## config.mk

```make
export PLATFORM = sky130hd
export DESIGN_NAME = dac_control_register_bank
export DESIGN_NICKNAME = d
export VERILOG_FILES = /design/src/dac_regs_pkg.sv /design/src/dac_control_register_bank.sv
export SDC_FILE = /design/constraint.sdc
export NUM_CORES = 1
export LEC_CHECK = 0
export BUFFER_PORTS_ARGS = -buffer_cell sky130_fd_sc_hd__buf_2
export CAP_MARGIN = 20
export CORE_ASPECT_RATIO = 1.75
export CORE_MARGIN = 3
export CORE_UTILIZATION = 23
export CTS_CLUSTER_DIAMETER = 60
export DETAILED_ROUTE_END_ITERATION = 12
export MAX_ROUTING_LAYER = met4
export PLACE_DENSITY = 0.48
export SYNTH_ARGS = -nofsm -noshare
export SYNTH_HDL_FRONTEND = slang
export SYNTH_SLANG_ARGS = --single-unit
export TNS_END_PERCENT = 30
```

## constraint.sdc

```tcl
create_clock -name core_clk_i -period 5 [get_ports core_clk_i]
set_input_delay 0.75 -clock core_clk_i [delete_from_list [all_inputs] [get_ports core_clk_i]]
set_output_delay 0.75 -clock core_clk_i [all_outputs]
set_load 0.005 [all_outputs]
```

## src/dac_regs_pkg.sv

```systemverilog
/*
 * shared constants and carrier types for the converter control register bank.
 * assumes a single core clock domain and a byte-wide register access port.
 */
package dac_regs_pkg;

    localparam int unsigned ADDR_W = 4;
    localparam int unsigned DATA_W = 8;
    localparam int unsigned NUM_REGS = 16;

    ////////////////////////////////////////////////////////////////////////////
    // register offsets
    localparam logic [3:0] OFS_LOCK_AND_ID_STATUS = 4'h0;
    localparam logic [3:0] OFS_DELAY_FILTER_SELFTEST_CONTROL = 4'h1;
    localparam logic [3:0] OFS_FORMAT_AND_FILTER_MODE = 4'h2;
    localparam logic [3:0] OFS_ERROR_MASK_AND_SOFT_SYNC = 4'h3;
    localparam logic [3:0] OFS_ERROR_FLAGS = 4'h4;
    localparam logic [3:0] OFS_INTERFACE_AND_BYPASS_CONTROL = 4'h5;
    localparam logic [3:0] OFS_SLEEP_AND_BIAS_CONTROL = 4'h6;
    localparam logic [3:0] OFS_OUTPUT_GAIN = 4'h7;
    localparam logic [3:0] OFS_ALIGN_LOOP_RESTART = 4'h8;
    localparam logic [3:0] OFS_SYNTH_DIVIDER_SETTING = 4'h9;
    localparam logic [3:0] OFS_ALIGN_LOOP_TUNING = 4'hA;
    localparam logic [3:0] OFS_SYNTH_LOOP_TUNING = 4'hB;
    localparam logic [3:0] OFS_OUTPUT_OFFSET_HIGH = 4'hC;
    localparam logic [3:0] OFS_OUTPUT_OFFSET_LOW = 4'hD;
    localparam logic [3:0] OFS_SERIAL_OUT_FUNCTION_SELECT = 4'hE;
    localparam logic [3:0] OFS_SPARE_RESERVED = 4'hF;

    ////////////////////////////////////////////////////////////////////////////
    // field positions
    localparam int unsigned POS_SYNTH_LOCK = 7;
    localparam int unsigned POS_ALIGN_LOCK = 6;
    localparam int unsigned POS_PART_CODE_LO = 2;
    localparam int unsigned POS_REV_LO = 0;
    localparam int unsigned POS_OUT_DELAY_LO = 6;
    localparam int unsigned POS_FILTER_ENABLE = 4;
    localparam int unsigned POS_SELFTEST_ENABLE = 3;
    localparam int unsigned POS_PTR_OFFSET_LO = 0;
    localparam int unsigned POS_SELFTEST_FAIL = 6;
    localparam int unsigned POS_FIFO_FAIL = 5;
    localparam int unsigned POS_PATTERN_FAIL = 4;
    localparam int unsigned POS_OFFSET_SYNC_DISABLE = 4;

    ////////////////////////////////////////////////////////////////////////////
    // writable-bit masks (zero bits keep their hardware value)
    localparam logic [7:0] WMASK_CTRL1 = 8'hDF;
    localparam logic [7:0] WMASK_FLAGS = 8'h70;

    ////////////////////////////////////////////////////////////////////////////
    // reset values, index = offset
    localparam logic [7:0] RESET_VALUES [16] = '{
        8'h00, 8'h10, 8'hC0, 8'h70, 8'h00, 8'h00, 8'h0C, 8'hFF,
        8'h00, 8'h00, 8'h00, 8'h00, 8'h00, 8'h00, 8'h00, 8'h00
    };

    typedef struct packed {
        logic       wr_en;
        logic       rd_en;
        logic [3:0] addr;
        logic [7:0] wdata;
    } reg_req_t;

    typedef struct packed {
        logic       synth_lock;
        logic       align_lock;
        logic       sync_event;
        logic       selftest_fail;
        logic       fifo_fail;
        logic       pattern_fail;
    } core_status_t;

    typedef struct packed {
        logic [1:0] out_delay;
        logic       filter_enable;
        logic       core_selftest_enable;
        logic [2:0] ptr_offset;
        logic       ptr_offset_load;
    } core_ctrl_t;

endpackage

```

## src/dac_control_register_bank.sv

```systemverilog
/*
 * control and status register bank of the interpolating converter.
 * register map (offset, name, host access):
 *   0x0  lock_and_id_status             read only, live lock levels and codes
 *   0x1  delay_filter_selftest_control  read/write, bit 5 unused
 *   0x2  format_and_filter_mode         read/write
 *   0x3  error_mask_and_soft_sync       read/write
 *   0x4  error_flags                    set by hardware, a written zero clears
 *   0x5  interface_and_bypass_control   read/write
 *   0x6  sleep_and_bias_control         read/write
 *   0x7  output_gain                    read/write
 *   0x8  align_loop_restart             read/write
 *   0x9  synth_divider_setting          read/write
 *   0xA  align_loop_tuning              read/write
 *   0xB  synth_loop_tuning              read/write
 *   0xC  output_offset_high             read/write
 *   0xD  output_offset_low              read/write
 *   0xE  serial_out_function_select     read/write
 *   0xF  spare_reserved                 reads zero, writes ignored
 * assumes requests arrive from the serial control port already decoded into
 * one-cycle read or write strobes synchronous to core_clk_i.
 */
//
// Contract
// - status bit7 reads synthesizer lock
// - status bit6 reads alignment loop lock
// - fixed three-bit part code, write protected
// - hardwired two-bit register set revision
// - two-bit output delay, zero to three
// - filter enable routes through interpolation, reset one
// - self-test enable runs core self-test
// - signed three-bit pointer offset field
// - offset reloaded on each sync event unless sync-disable is set
// - sync-disable bit blocks offset reload
// - self-test fail flag set, cleared by zero
module dac_control_register_bank #(
    parameter logic [2:0] PART_CODE = 3'h5,  // arbitrary value
    parameter logic [1:0] REV_CODE  = 2'h0   // arbitrary value
) (
    input  wire logic                       core_clk_i,
    input  wire logic                       rstn_i,
    input  wire dac_regs_pkg::reg_req_t     req_i,
    output logic [7:0]                      rdata_o,
    output logic                            rvalid_o,
    input  wire dac_regs_pkg::core_status_t status_i,
    output dac_regs_pkg::core_ctrl_t        ctrl_o
);

    typedef struct packed {
        logic [15:0][7:0] regs;
        logic [7:0]       rdata;
        logic             rvalid;
        logic             load;
    } state_t;

    state_t st;
    state_t next_st;

    ////////////////////////////////////////////////////////////////////////////
    // access attributes of one register
    typedef struct packed {
        logic [7:0] wmask;
        logic [7:0] rmask;
        logic       clear_on_zero;
        logic       live_status;
    } reg_attr_t;

    ////////////////////////////////////////////////////////////////////////////
    // per-register write mask, read mask and kind
    function automatic reg_attr_t reg_attr(input logic [3:0] a);
        reg_attr_t attr;
        attr.wmask         = 8'hFF;
        attr.rmask         = 8'hFF;
        attr.clear_on_zero = 1'b0;
        attr.live_status   = 1'b0;
        case (a)
            dac_regs_pkg::OFS_LOCK_AND_ID_STATUS: begin
                attr.wmask         = 8'h00;
                attr.rmask         = 8'h00;
                attr.clear_on_zero = 1'b0;
                attr.live_status   = 1'b1;
            end
            dac_regs_pkg::OFS_DELAY_FILTER_SELFTEST_CONTROL: begin
                attr.wmask         = dac_regs_pkg::WMASK_CTRL1;
                attr.rmask         = dac_regs_pkg::WMASK_CTRL1;
                attr.clear_on_zero = 1'b0;
                attr.live_status   = 1'b0;
            end
            dac_regs_pkg::OFS_FORMAT_AND_FILTER_MODE: begin
                attr.wmask         = 8'hFF;
                attr.rmask         = 8'hFF;
                attr.clear_on_zero = 1'b0;
                attr.live_status   = 1'b0;
            end
            dac_regs_pkg::OFS_ERROR_MASK_AND_SOFT_SYNC: begin
                attr.wmask         = 8'hFF;
                attr.rmask         = 8'hFF;
                attr.clear_on_zero = 1'b0;
                attr.live_status   = 1'b0;
            end
            dac_regs_pkg::OFS_ERROR_FLAGS: begin
                attr.wmask         = dac_regs_pkg::WMASK_FLAGS;
                attr.rmask         = dac_regs_pkg::WMASK_FLAGS;
                attr.clear_on_zero = 1'b1;
                attr.live_status   = 1'b0;
            end
            dac_regs_pkg::OFS_INTERFACE_AND_BYPASS_CONTROL: begin
                attr.wmask         = 8'hFF;
                attr.rmask         = 8'hFF;
                attr.clear_on_zero = 1'b0;
                attr.live_status   = 1'b0;
            end
            dac_regs_pkg::OFS_SLEEP_AND_BIAS_CONTROL: begin
                attr.wmask         = 8'hFF;
                attr.rmask         = 8'hFF;
                attr.clear_on_zero = 1'b0;
                attr.live_status   = 1'b0;
            end
            dac_regs_pkg::OFS_OUTPUT_GAIN: begin
                attr.wmask         = 8'hFF;
                attr.rmask         = 8'hFF;
                attr.clear_on_zero = 1'b0;
                attr.live_status   = 1'b0;
            end
            dac_regs_pkg::OFS_ALIGN_LOOP_RESTART: begin
                attr.wmask         = 8'hFF;
                attr.rmask         = 8'hFF;
                attr.clear_on_zero = 1'b0;
                attr.live_status   = 1'b0;
            end
            dac_regs_pkg::OFS_SYNTH_DIVIDER_SETTING: begin
                attr.wmask         = 8'hFF;
                attr.rmask         = 8'hFF;
                attr.clear_on_zero = 1'b0;
                attr.live_status   = 1'b0;
            end
            dac_regs_pkg::OFS_ALIGN_LOOP_TUNING: begin
                attr.wmask         = 8'hFF;
                attr.rmask         = 8'hFF;
                attr.clear_on_zero = 1'b0;
                attr.live_status   = 1'b0;
            end
            dac_regs_pkg::OFS_SYNTH_LOOP_TUNING: begin
                attr.wmask         = 8'hFF;
                attr.rmask         = 8'hFF;
                attr.clear_on_zero = 1'b0;
                attr.live_status   = 1'b0;
            end
            dac_regs_pkg::OFS_OUTPUT_OFFSET_HIGH: begin
                attr.wmask         = 8'hFF;
                attr.rmask         = 8'hFF;
                attr.clear_on_zero = 1'b0;
                attr.live_status   = 1'b0;
            end
            dac_regs_pkg::OFS_OUTPUT_OFFSET_LOW: begin
                attr.wmask         = 8'hFF;
                attr.rmask         = 8'hFF;
                attr.clear_on_zero = 1'b0;
                attr.live_status   = 1'b0;
            end
            dac_regs_pkg::OFS_SERIAL_OUT_FUNCTION_SELECT: begin
                attr.wmask         = 8'hFF;
                attr.rmask         = 8'hFF;
                attr.clear_on_zero = 1'b0;
                attr.live_status   = 1'b0;
            end
            dac_regs_pkg::OFS_SPARE_RESERVED: begin
                attr.wmask         = 8'h00;
                attr.rmask         = 8'h00;
                attr.clear_on_zero = 1'b0;
                attr.live_status   = 1'b0;
            end
            default: begin
                attr.wmask         = 8'hFF;
                attr.rmask         = 8'hFF;
                attr.clear_on_zero = 1'b0;
                attr.live_status   = 1'b0;
            end
        endcase
        return attr;
    endfunction

    ////////////////////////////////////////////////////////////////////////////
    // live view of the status register
    function automatic logic [7:0] status_view(input dac_regs_pkg::core_status_t c);
        logic [7:0] v;
        v = 8'h00;
        v[dac_regs_pkg::POS_SYNTH_LOCK] = c.synth_lock;
        v[dac_regs_pkg::POS_ALIGN_LOCK] = c.align_lock;
        v[dac_regs_pkg::POS_PART_CODE_LO +: 3] = PART_CODE;
        v[dac_regs_pkg::POS_REV_LO +: 2] = REV_CODE;
        return v;
    endfunction

    ////////////////////////////////////////////////////////////////////////////
    // read view of one register
    function automatic logic [7:0] read_view(input state_t s, input logic [3:0] a,
                                             input dac_regs_pkg::core_status_t c);
        logic [7:0] v;
        reg_attr_t  t;
        t = reg_attr(a);
        v = s.regs[a] & t.rmask;
        if (t.live_status) begin
            v = status_view(c);
        end
        return v;
    endfunction

    ////////////////////////////////////////////////////////////////////////////
    // plain masked write
    function automatic logic [7:0] masked_write(input logic [7:0] old, input logic [7:0] wdata,
                                                input logic [7:0] wm);
        return (old & ~wm) | (wdata & wm);
    endfunction

    ////////////////////////////////////////////////////////////////////////////
    // clear-only write: a written one keeps the flag
    function automatic logic [7:0] flag_write(input logic [7:0] old, input logic [7:0] wdata,
                                              input logic [7:0] wm);
        return old & (wdata | ~wm);
    endfunction

    ////////////////////////////////////////////////////////////////////////////
    // hardware error sources into flag positions
    function automatic logic [7:0] flag_sources(input dac_regs_pkg::core_status_t c);
        logic [7:0] v;
        v = 8'h00;
        v[dac_regs_pkg::POS_SELFTEST_FAIL] = c.selftest_fail;
        v[dac_regs_pkg::POS_FIFO_FAIL] = c.fifo_fail;
        v[dac_regs_pkg::POS_PATTERN_FAIL] = c.pattern_fail;
        return v;
    endfunction

    ////////////////////////////////////////////////////////////////////////////
    // offset reload decision for a sync event
    function automatic logic sync_reload(input state_t s,
                                         input dac_regs_pkg::core_status_t c);
        logic go;
        go = 1'b0;
        if (c.sync_event) begin
            go = ~s.regs[dac_regs_pkg::OFS_INTERFACE_AND_BYPASS_CONTROL][dac_regs_pkg::POS_OFFSET_SYNC_DISABLE];
        end
        return go;
    endfunction

    ////////////////////////////////////////////////////////////////////////////
    // core control outputs from the stored registers
    function automatic dac_regs_pkg::core_ctrl_t ctrl_view(input state_t s);
        dac_regs_pkg::core_ctrl_t c;
        logic [7:0]               r;
        r = s.regs[dac_regs_pkg::OFS_DELAY_FILTER_SELFTEST_CONTROL];
        c.out_delay            = r[dac_regs_pkg::POS_OUT_DELAY_LO +: 2];
        c.filter_enable        = r[dac_regs_pkg::POS_FILTER_ENABLE];
        c.core_selftest_enable = r[dac_regs_pkg::POS_SELFTEST_ENABLE];
        c.ptr_offset           = r[dac_regs_pkg::POS_PTR_OFFSET_LO +: 3];
        c.ptr_offset_load      = s.load;
        return c;
    endfunction

    ////////////////////////////////////////////////////////////////////////////
    // next state
    always_comb begin
        reg_attr_t  attr;
        logic [7:0] flags;
        logic [3:0] a;
        a = req_i.addr;
        attr = reg_attr(req_i.addr);
        flags = flag_sources(status_i);
        next_st = st;
        // read answer, one cycle after the strobe
        next_st.rvalid = req_i.rd_en;
        if (req_i.rd_en) begin
            next_st.rdata = read_view(st, a, status_i);
        end
        // host write, masked per register
        if (req_i.wr_en) begin
            if (attr.clear_on_zero) begin
                next_st.regs[a] = flag_write(st.regs[a], req_i.wdata, attr.wmask);
            end else begin
                next_st.regs[a] = masked_write(st.regs[a], req_i.wdata, attr.wmask);
            end
        end
        // hardware set wins over a clearing write
        next_st.regs[dac_regs_pkg::OFS_ERROR_FLAGS] =
            next_st.regs[dac_regs_pkg::OFS_ERROR_FLAGS] | flags;
        // the status register is never stored
        next_st.regs[dac_regs_pkg::OFS_LOCK_AND_ID_STATUS] = 8'h00;
        // offset reload on sync unless disabled
        next_st.load = sync_reload(st, status_i);
    end

    always_ff @(posedge core_clk_i or negedge rstn_i) begin
        if (!rstn_i) begin
            for (int i = 0; i < 16; i++) begin
                st.regs[i] <= dac_regs_pkg::RESET_VALUES[i];
            end
            st.rdata <= 8'h00;
            st.rvalid <= 1'b0;
            st.load <= 1'b0;
        end else begin
            st <= next_st;
        end
    end

    ////////////////////////////////////////////////////////////////////////////
    // outputs to the host (read data, valid) and the converter core (control)
    assign rdata_o  = st.rdata;
    assign rvalid_o = st.rvalid;
    assign ctrl_o   = ctrl_view(st);

endmodule

```

==> run summary, run 1 <==
via total after detailed routing - 4120
max-slew violation count - 0
skew final - 5.88 ps
depth of the CTS H-tree - 4
die width - 128 um
nature of the critical path endpoint - flop
violation count after the first detailed-route iteration - 210
total negative slack - 0 ps
clock input transition at the sequential cells of the worst setup and hold paths - 50 ps
Clock Path Buffers - 2
antenna violations before repair - 1
Hold Vio Cnt, Final - 0
top layer reached by signal wires - met4
power density cells - 455 nW/um2
pin count of the biggest net entering global routing - 98
first-pass iteration count of the detailed router - 5
clock tree from TritonCTS - yes
basic-gate share of the synthesized area counting and, or, nand and nor cells - 0.113
number of top-level pins - 39
most frequent cells after synthesis - sky130_fd_sc_hd__dfrtp_1 (113), sky130_fd_sc_hd__nand2_1 (108), sky130_fd_sc_hd__o21ai_1 (44), sky130_fd_sc_hd__o21ai_0 (42), sky130_fd_sc_hd__clkbuf_1 (33)
DR vias/cell - 4.61
core region area - 25500 um2
number of routed nets with antenna violations - 0
Cell Area, Synth - 6010 um2
adder and majority gate portion of the synthesized area - 0
post-route clock period utilization - 0.596
Initial Util - 0.235
fraction of synthesized cell area taken by the top area cell type - 0.471
number of hold-repair buffers added at the cts stage - 0
setup repair bufs after CTS - 0
number of clock sinks - 129
top-count cell post-synth - sky130_fd_sc_hd__dfrtp_1
flip-flop cell with the highest count after synthesis - sky130_fd_sc_hd__dfrtp_1
compound-gate portion of the synthesized area - 0.146
top cells by area in the synthesized netlist - sky130_fd_sc_hd__dfrtp_1 (47%), sky130_fd_sc_hd__dfstp_2 (7.0%), sky130_fd_sc_hd__nand2_1 (6.7%), sky130_fd_sc_hd__mux4_2 (5.2%), sky130_fd_sc_hd__mux2_2 (5.1%)
Syn Inst Count - 569
Port Buf Inserts - 38
area leader, netlist - sky130_fd_sc_hd__dfrtp_1
fraction of synthesized cell area in xor and xnor cells - 0
required time of the critical path - 5360 ps
synth-to-layout area growth - 15.3%
number of core rows - 77
Max IR drop VDD - 0.000248 V
overall routing resource usage - 0.131
clock root buffer - sky130_fd_sc_hd__clkbuf_16
number of buffers created by CTS - 17
count of endpoints failing setup in the final report - 0
min cycle time layout - 2980 ps
detailed-route wire length on metal 1 - 6690 um
met3 WL - 539 um
Die Y - 220 um
max cap viols - 0
die area - 28200 um2
post-synthesis sequential element count - 129
Net Count, Synth - 591
WHS - 371 ps
proportion of synthesized area in mux cells - 0.138
worst min path class - flop to flop
drc violations - 0
NumNets Final - 586
DP Wirelength - 12100 um
RePlAce Congestion - 0.784
layout cells sized above 1 - 0.236
arrival time reported for the critical path endpoint - 3340 ps
worst-path maximum fanout - 21
Detail Route met2 WL - 9150 um
global-route wire length before repair - 26700 um
total gr overflow - 0
detailed-route wire length - 16900 um
startpoint class of the critical path - primary input
Synth Warn # - 0
run status - finished clean
async set-reset flop share out of synthesis - 1.00
insertion delay of the later-clocked pin in the worst-skew pair - 430 ps
Static Leak - 0.00300 uW
unrepaired setup endpoints after global routing - no
worst setup path class - primary input to flop
largest family of logic cells by synthesized area - compound AO/OA/AOI/OAI gates
post-cts repair resize count - 0
proportion of synthesized chip area in sequential cells - 0.541
via count of the first global-routing pass - 4294
EDFF count, synth - 0
post-synth cell types - 46
average wire per cell in the routed design - 18.9 um
slew at the pin with the worst max-slew slack - 992 ps
average instance area after synthesis - 10.6 um2
top achievable clock speed - 336 MHz
max-slew headroom at the worst pin - 0.336
==> layout by cell type (no fill, tap or decap), types with 3 or more instances in the layout <==
master and n:
sky130_fd_sc_hd__o21ai_0 42, sky130_fd_sc_hd__a221o_1 4, sky130_fd_sc_hd__mux2_2 27, sky130_fd_sc_hd__nor2_1 22
sky130_fd_sc_hd__a22oi_1 5, sky130_fd_sc_hd__nor3_1 6, sky130_fd_sc_hd__mux2_1 7, sky130_fd_sc_hd__a211oi_1 5
sky130_fd_sc_hd__nand3_1 6, sky130_fd_sc_hd__mux2i_1 13, sky130_fd_sc_hd__clkbuf_16 17, sky130_fd_sc_hd__nor2b_1 9
sky130_fd_sc_hd__nand2b_1 3, sky130_fd_sc_hd__dfstp_2 16, sky130_fd_sc_hd__o221ai_1 3, sky130_fd_sc_hd__mux4_2 14
sky130_fd_sc_hd__o31ai_1 10, sky130_fd_sc_hd__dfrtp_1 113, sky130_fd_sc_hd__inv_1 5, sky130_fd_sc_hd__nand2_1 108
sky130_fd_sc_hd__a21oi_1 8, sky130_fd_sc_hd__buf_4 5, sky130_fd_sc_hd__a221oi_1 4, sky130_fd_sc_hd__bufinv_16 4
sky130_fd_sc_hd__a22o_1 3, sky130_fd_sc_hd__o21ai_1 44, sky130_fd_sc_hd__a31oi_1 5, sky130_fd_sc_hd__buf_2 37
==> area by class of cell <==
| class | instances | area, um2 |
|---|---|---|
| fillers | 2661 | 18600 |
| flip-flops and latches | 129 | 3250 |
| multi-input cells | 367 | 2380 |
| clock buffers | 20 | 457 |
| well taps | 316 | 395 |
| repair buffers | 43 | 234 |
| clock inverters | 12 | 180 |
| inverters | 6 | 22.5 |
| diodes | 1 | 2.50 |
==> per-layer routing <==
layer,vias up,global-route usage
li1,1987,-
met1,2025,0.144
met2,80,0.224
met3,28,0.0286
met4,0,0.0637
met5,-,-
==> registers in the layout (all words and copies together) (netlist names) <==
register  flops
st          112
ctrl_o        8
rdata_o       8
rvalid_o      1
==> critical path, cell delays in order <==
cell and delay (ps):
sky130_fd_sc_hd__buf_2 450, sky130_fd_sc_hd__buf_4 290, sky130_fd_sc_hd__nand2_1 110, sky130_fd_sc_hd__nor2_1 390, sky130_fd_sc_hd__or2_2 220, sky130_fd_sc_hd__a2bb2oi_1 790
sky130_fd_sc_hd__mux2_2 310
==> path summary, 6_finish.rpt <==
check,from,end,slack [ps],cells past startpoint
min reg2reg,st[130]$_DFFE_PN0P_,st[130]$_DFFE_PN0P_,370,0
max,req_i[11],st[122]$_DFFE_PN0P_,2020,7
min,st[130]$_DFFE_PN0P_,st[130]$_DFFE_PN0P_,370,0
max reg2reg,ctrl_o[6]$_DFFE_PN0P_,st[88]$_DFFE_PN0P_,2950,5
min in group asynchronous,rstn_i,st[130]$_DFFE_PN0P_,400,1
max in group asynchronous,rstn_i,st[73]$_DFFE_PN1P_,3490,2
==> cell families after synthesis <==
family                 after synthesis
AO/OA/AOI/OAI                      144
buffers and inverters               73
flip-flops                         129
multiplexers                        61
AND/OR/NAND/NOR                    162
==> power breakdown <==
part | leakage [uW] | total, uW | switching [uW] | internal (uW)
Sequential | 0.00161 | 1360 | 104 | 1260
Clock | 0.000307 | 1330 | 470 | 862
Combinational | 0.00109 | 455 | 244 | 211
==> metrics by stage <==
| step | utilization | cells | setup slack [ps] | total power (uW) | instance area (um2) |
|---|---|---|---|---|---|
| global placement | 0.246 | 861 | 1580 | 1830 | 6280 |
| CTS | 0.271 | 893 | 1990 | 3200 | 6920 |
| floorplan | - | 569 | 2670 | 1700 | 6010 |
| finish | 0.271 | 894 | 2020 | 3150 | 6920 |
| global route | 0.271 | 894 | 1750 | 3310 | 6920 |
| detailed placement | 0.246 | 861 | 1540 | 1840 | 6280 |
(Power assumes the default switching activity.)
==> run 2, diff against run 1 <==
- clock period: 5 -> 2.98 ns (I/O delays scaled with it)
==> run summary, run 2 (synthesis gave the netlist of run 1 again) <==
PnR worst setup slack - 729 ps (-1290 ps)
DR vias/cell - 4.65 (+0.81%)
chain of cells forming the critical path - buf_2 -> buf_4 -> and2_1 -> a21oi_1 -> nor2_1 -> a2bb2oi_1 -> mux2_2
Reg2Reg Launch Point - ctrl_o[6]$_DFFE_PN0P_
post-layout util - 0.282 (+0.0106)
min cycle time layout - 2250 ps
depth of the CTS H-tree - 4 (unchanged)
cell family with the largest share of critical-path delay - compound AO/OA/AOI/OAI gates
Static Leak - 0.00318 uW (+5.8%)
detailed-route wire length - 17400 um (+3.0%)
core region area - 25500 um2 (unchanged)
design area - 7190 um2 (+3.9%)
Placed Instance Area - 6570 um2 (+4.5%)
worst min path class - primary input to async pin
die width - 128 um (unchanged)
worst setup path class - primary input to flop
Bufs and invs on worst path - 2 (unchanged)
worst-path maximum fanout - 18 (-14%)
Most flops, register - st
commonest non-fill, non-tap cells in the layout - sky130_fd_sc_hd__dfrtp_1 (113), sky130_fd_sc_hd__nand2_1 (108), sky130_fd_sc_hd__o21ai_1 (44), sky130_fd_sc_hd__o21ai_0 (42), sky130_fd_sc_hd__buf_4 (40)
overall routing resource usage - 0.135 (+0.00345)
skew final - 5.80 ps (-0.0811 ps)
first-pass iteration count of the detailed router - 5 (unchanged)
max cap viols - 0 (unchanged)
top achievable clock speed - 444 MHz
setup repair bufs after CTS - 0 (unchanged)
Antenna diodes - 0 (-1)
run status - complete, but fails checks
flip-flop count of the largest register after layout - 112 (unchanged)
post-route clock period utilization - 0.755
number of routed nets with antenna violations - 0 (unchanged)
Hold Vio Cnt, Final - 10 (+10)
total gr overflow - 0 (unchanged)
Pwr Total - 5300 uW (+68%)
Max IR drop VDD - 0.000422 V (+70%)
peak per-stage delay on the critical path - 810 ps (+20 ps)
RePlAce Congestion - 0.872 (+11%)
die area - 28200 um2 (unchanged)
drc violations - 0 (unchanged)
nature of the critical path endpoint - flop
Register-to-Register Path Depth - 5 (unchanged)
Initial Util - 0.235 (unchanged)
average wire per cell in the routed design - 18.8 um (-0.92%)
top layer reached by signal wires - met4
WHS - -26.6 ps (-397 ps)
post-cts repair resize count - 0 (unchanged)
fill cell total of the finished layout - 2621 (-1.5%)
startpoint class of the critical path - primary input
violations in the final reports - negative hold slack
cell with the biggest individual delay on the critical path - sky130_fd_sc_hd__a2bb2oi_1
met3 WL - 471 um (-13%)
power density cells - 737 nW/um2 (+62%)
slack of the worst reg-to-reg path - 820 ps (-2130 ps)
Crit path depth - 7 (unchanged)
Port Buf Inserts - 38 (unchanged)
reg-to-reg critical path endpoint - st[104]$_DFFE_PN0P_
Clock Path Buffers - 2 (unchanged)
max-slew violation count - 0 (unchanged)
Die Y - 220 um (unchanged)
count of endpoints failing setup in the final report - 0 (unchanged)
clock input transition at the sequential cells of the worst setup and hold paths - 50 ps (about the same)
pin count of the biggest net entering global routing - 63 (-36%)
number of buffers created by CTS - 17 (unchanged)
number of clock sinks - 129 (unchanged)
max-slew headroom at the worst pin - 0.325 (-0.0108)
most common library cell in the layout ignoring fill and taps - sky130_fd_sc_hd__dfrtp_1
DP Wirelength - 13100 um (+7.9%)
worst slack, placed - 279 ps (-1260 ps)
clock tree from TritonCTS - yes
required time of the critical path - 3350 ps (-2010 ps)
via total after detailed routing - 4316 (+4.8%)
Setup crit start - req_i[9]
number of top-level pins - 39 (unchanged)
end point of the critical path - ctrl_o[1]$_DFFE_PN0P_
NumNets Final - 622 (+6.1%)
total negative slack - 0 ps (unchanged)
layout cells sized above 1 - 0.282 (+0.0465)
violation count after the first detailed-route iteration - 238 (+13%)
clock root buffer - sky130_fd_sc_hd__clkbuf_16
arrival time reported for the critical path endpoint - 2620 ps (-720 ps)
slew at the pin with the worst max-slew slack - 1010 ps (+16.1 ps)
number of hold-repair buffers added at the cts stage - 0 (unchanged)
unrepaired setup endpoints after global routing - no
number of core rows - 77 (unchanged)
via count of the first global-routing pass - 4447 (+3.6%)
synth-to-layout area growth - 19.8%
detailed-route wire length on metal 1 - 6950 um (+3.9%)
global-route wire length before repair - 27200 um (+2.0%)
Detail Route met2 WL - 9370 um (+2.5%)
antenna violations before repair - 0 (-1)
insertion delay of the later-clocked pin in the worst-skew pair - 440 ps (about the same)
## run 2: layout make-up
class	count	area, um2	share of cell area
flip-flops and latches	129	3250	0.451
repair buffers	79	517	0.0718
inverters	6	22.5	0.00313
well taps	316	395	0.0550
clock inverters	14	188	0.0261
clock buffers	18	439	0.0610
multi-input cells	367	2380	0.331
## run 2: per-stage QoR
| step | cells | hold WS [ps] |
|---|---|---|
| 2_1_floorplan | 569 | 151 |
| 3_3_place_gp | 897 | 360 |
| 3_5_place_dp | 897 | 362 |
| 4_1_cts | 929 | 5.95 |
| 5_1_grt | 929 | 22.1 |
| 6_report | 929 | -26.6 |
## run 2: worst min-delay path by stage
stage                             from                  end  slack [ps]
floorplan                       rstn_i  ctrl_o[0]$_DFF_PN0_         150
global placement    st[43]$_DFFE_PN0P_   st[43]$_DFFE_PN0P_         360
detailed placement  st[23]$_DFFE_PN0P_   st[23]$_DFFE_PN0P_         360
CTS                             rstn_i   st[34]$_DFFE_PN0P_           6
global route                    rstn_i   st[34]$_DFFE_PN0P_          20
finish                          rstn_i   st[34]$_DFFE_PN0P_         -30
## run 2: routing by layer
layer	track usage	vias up
li1	-	2059
met1	0.147	2131
met2	0.232	93
met3	0.0262	33
met4	0.0683	0
met5	-	-
## run 2: power breakdown
| group | switching, uW | internal, uW | total (uW) |
|---|---|---|---|
| Sequential | 182 | 2110 | 2290 |
| Combinational | 410 | 382 | 792 |
| Clock | 802 | 1420 | 2220 |
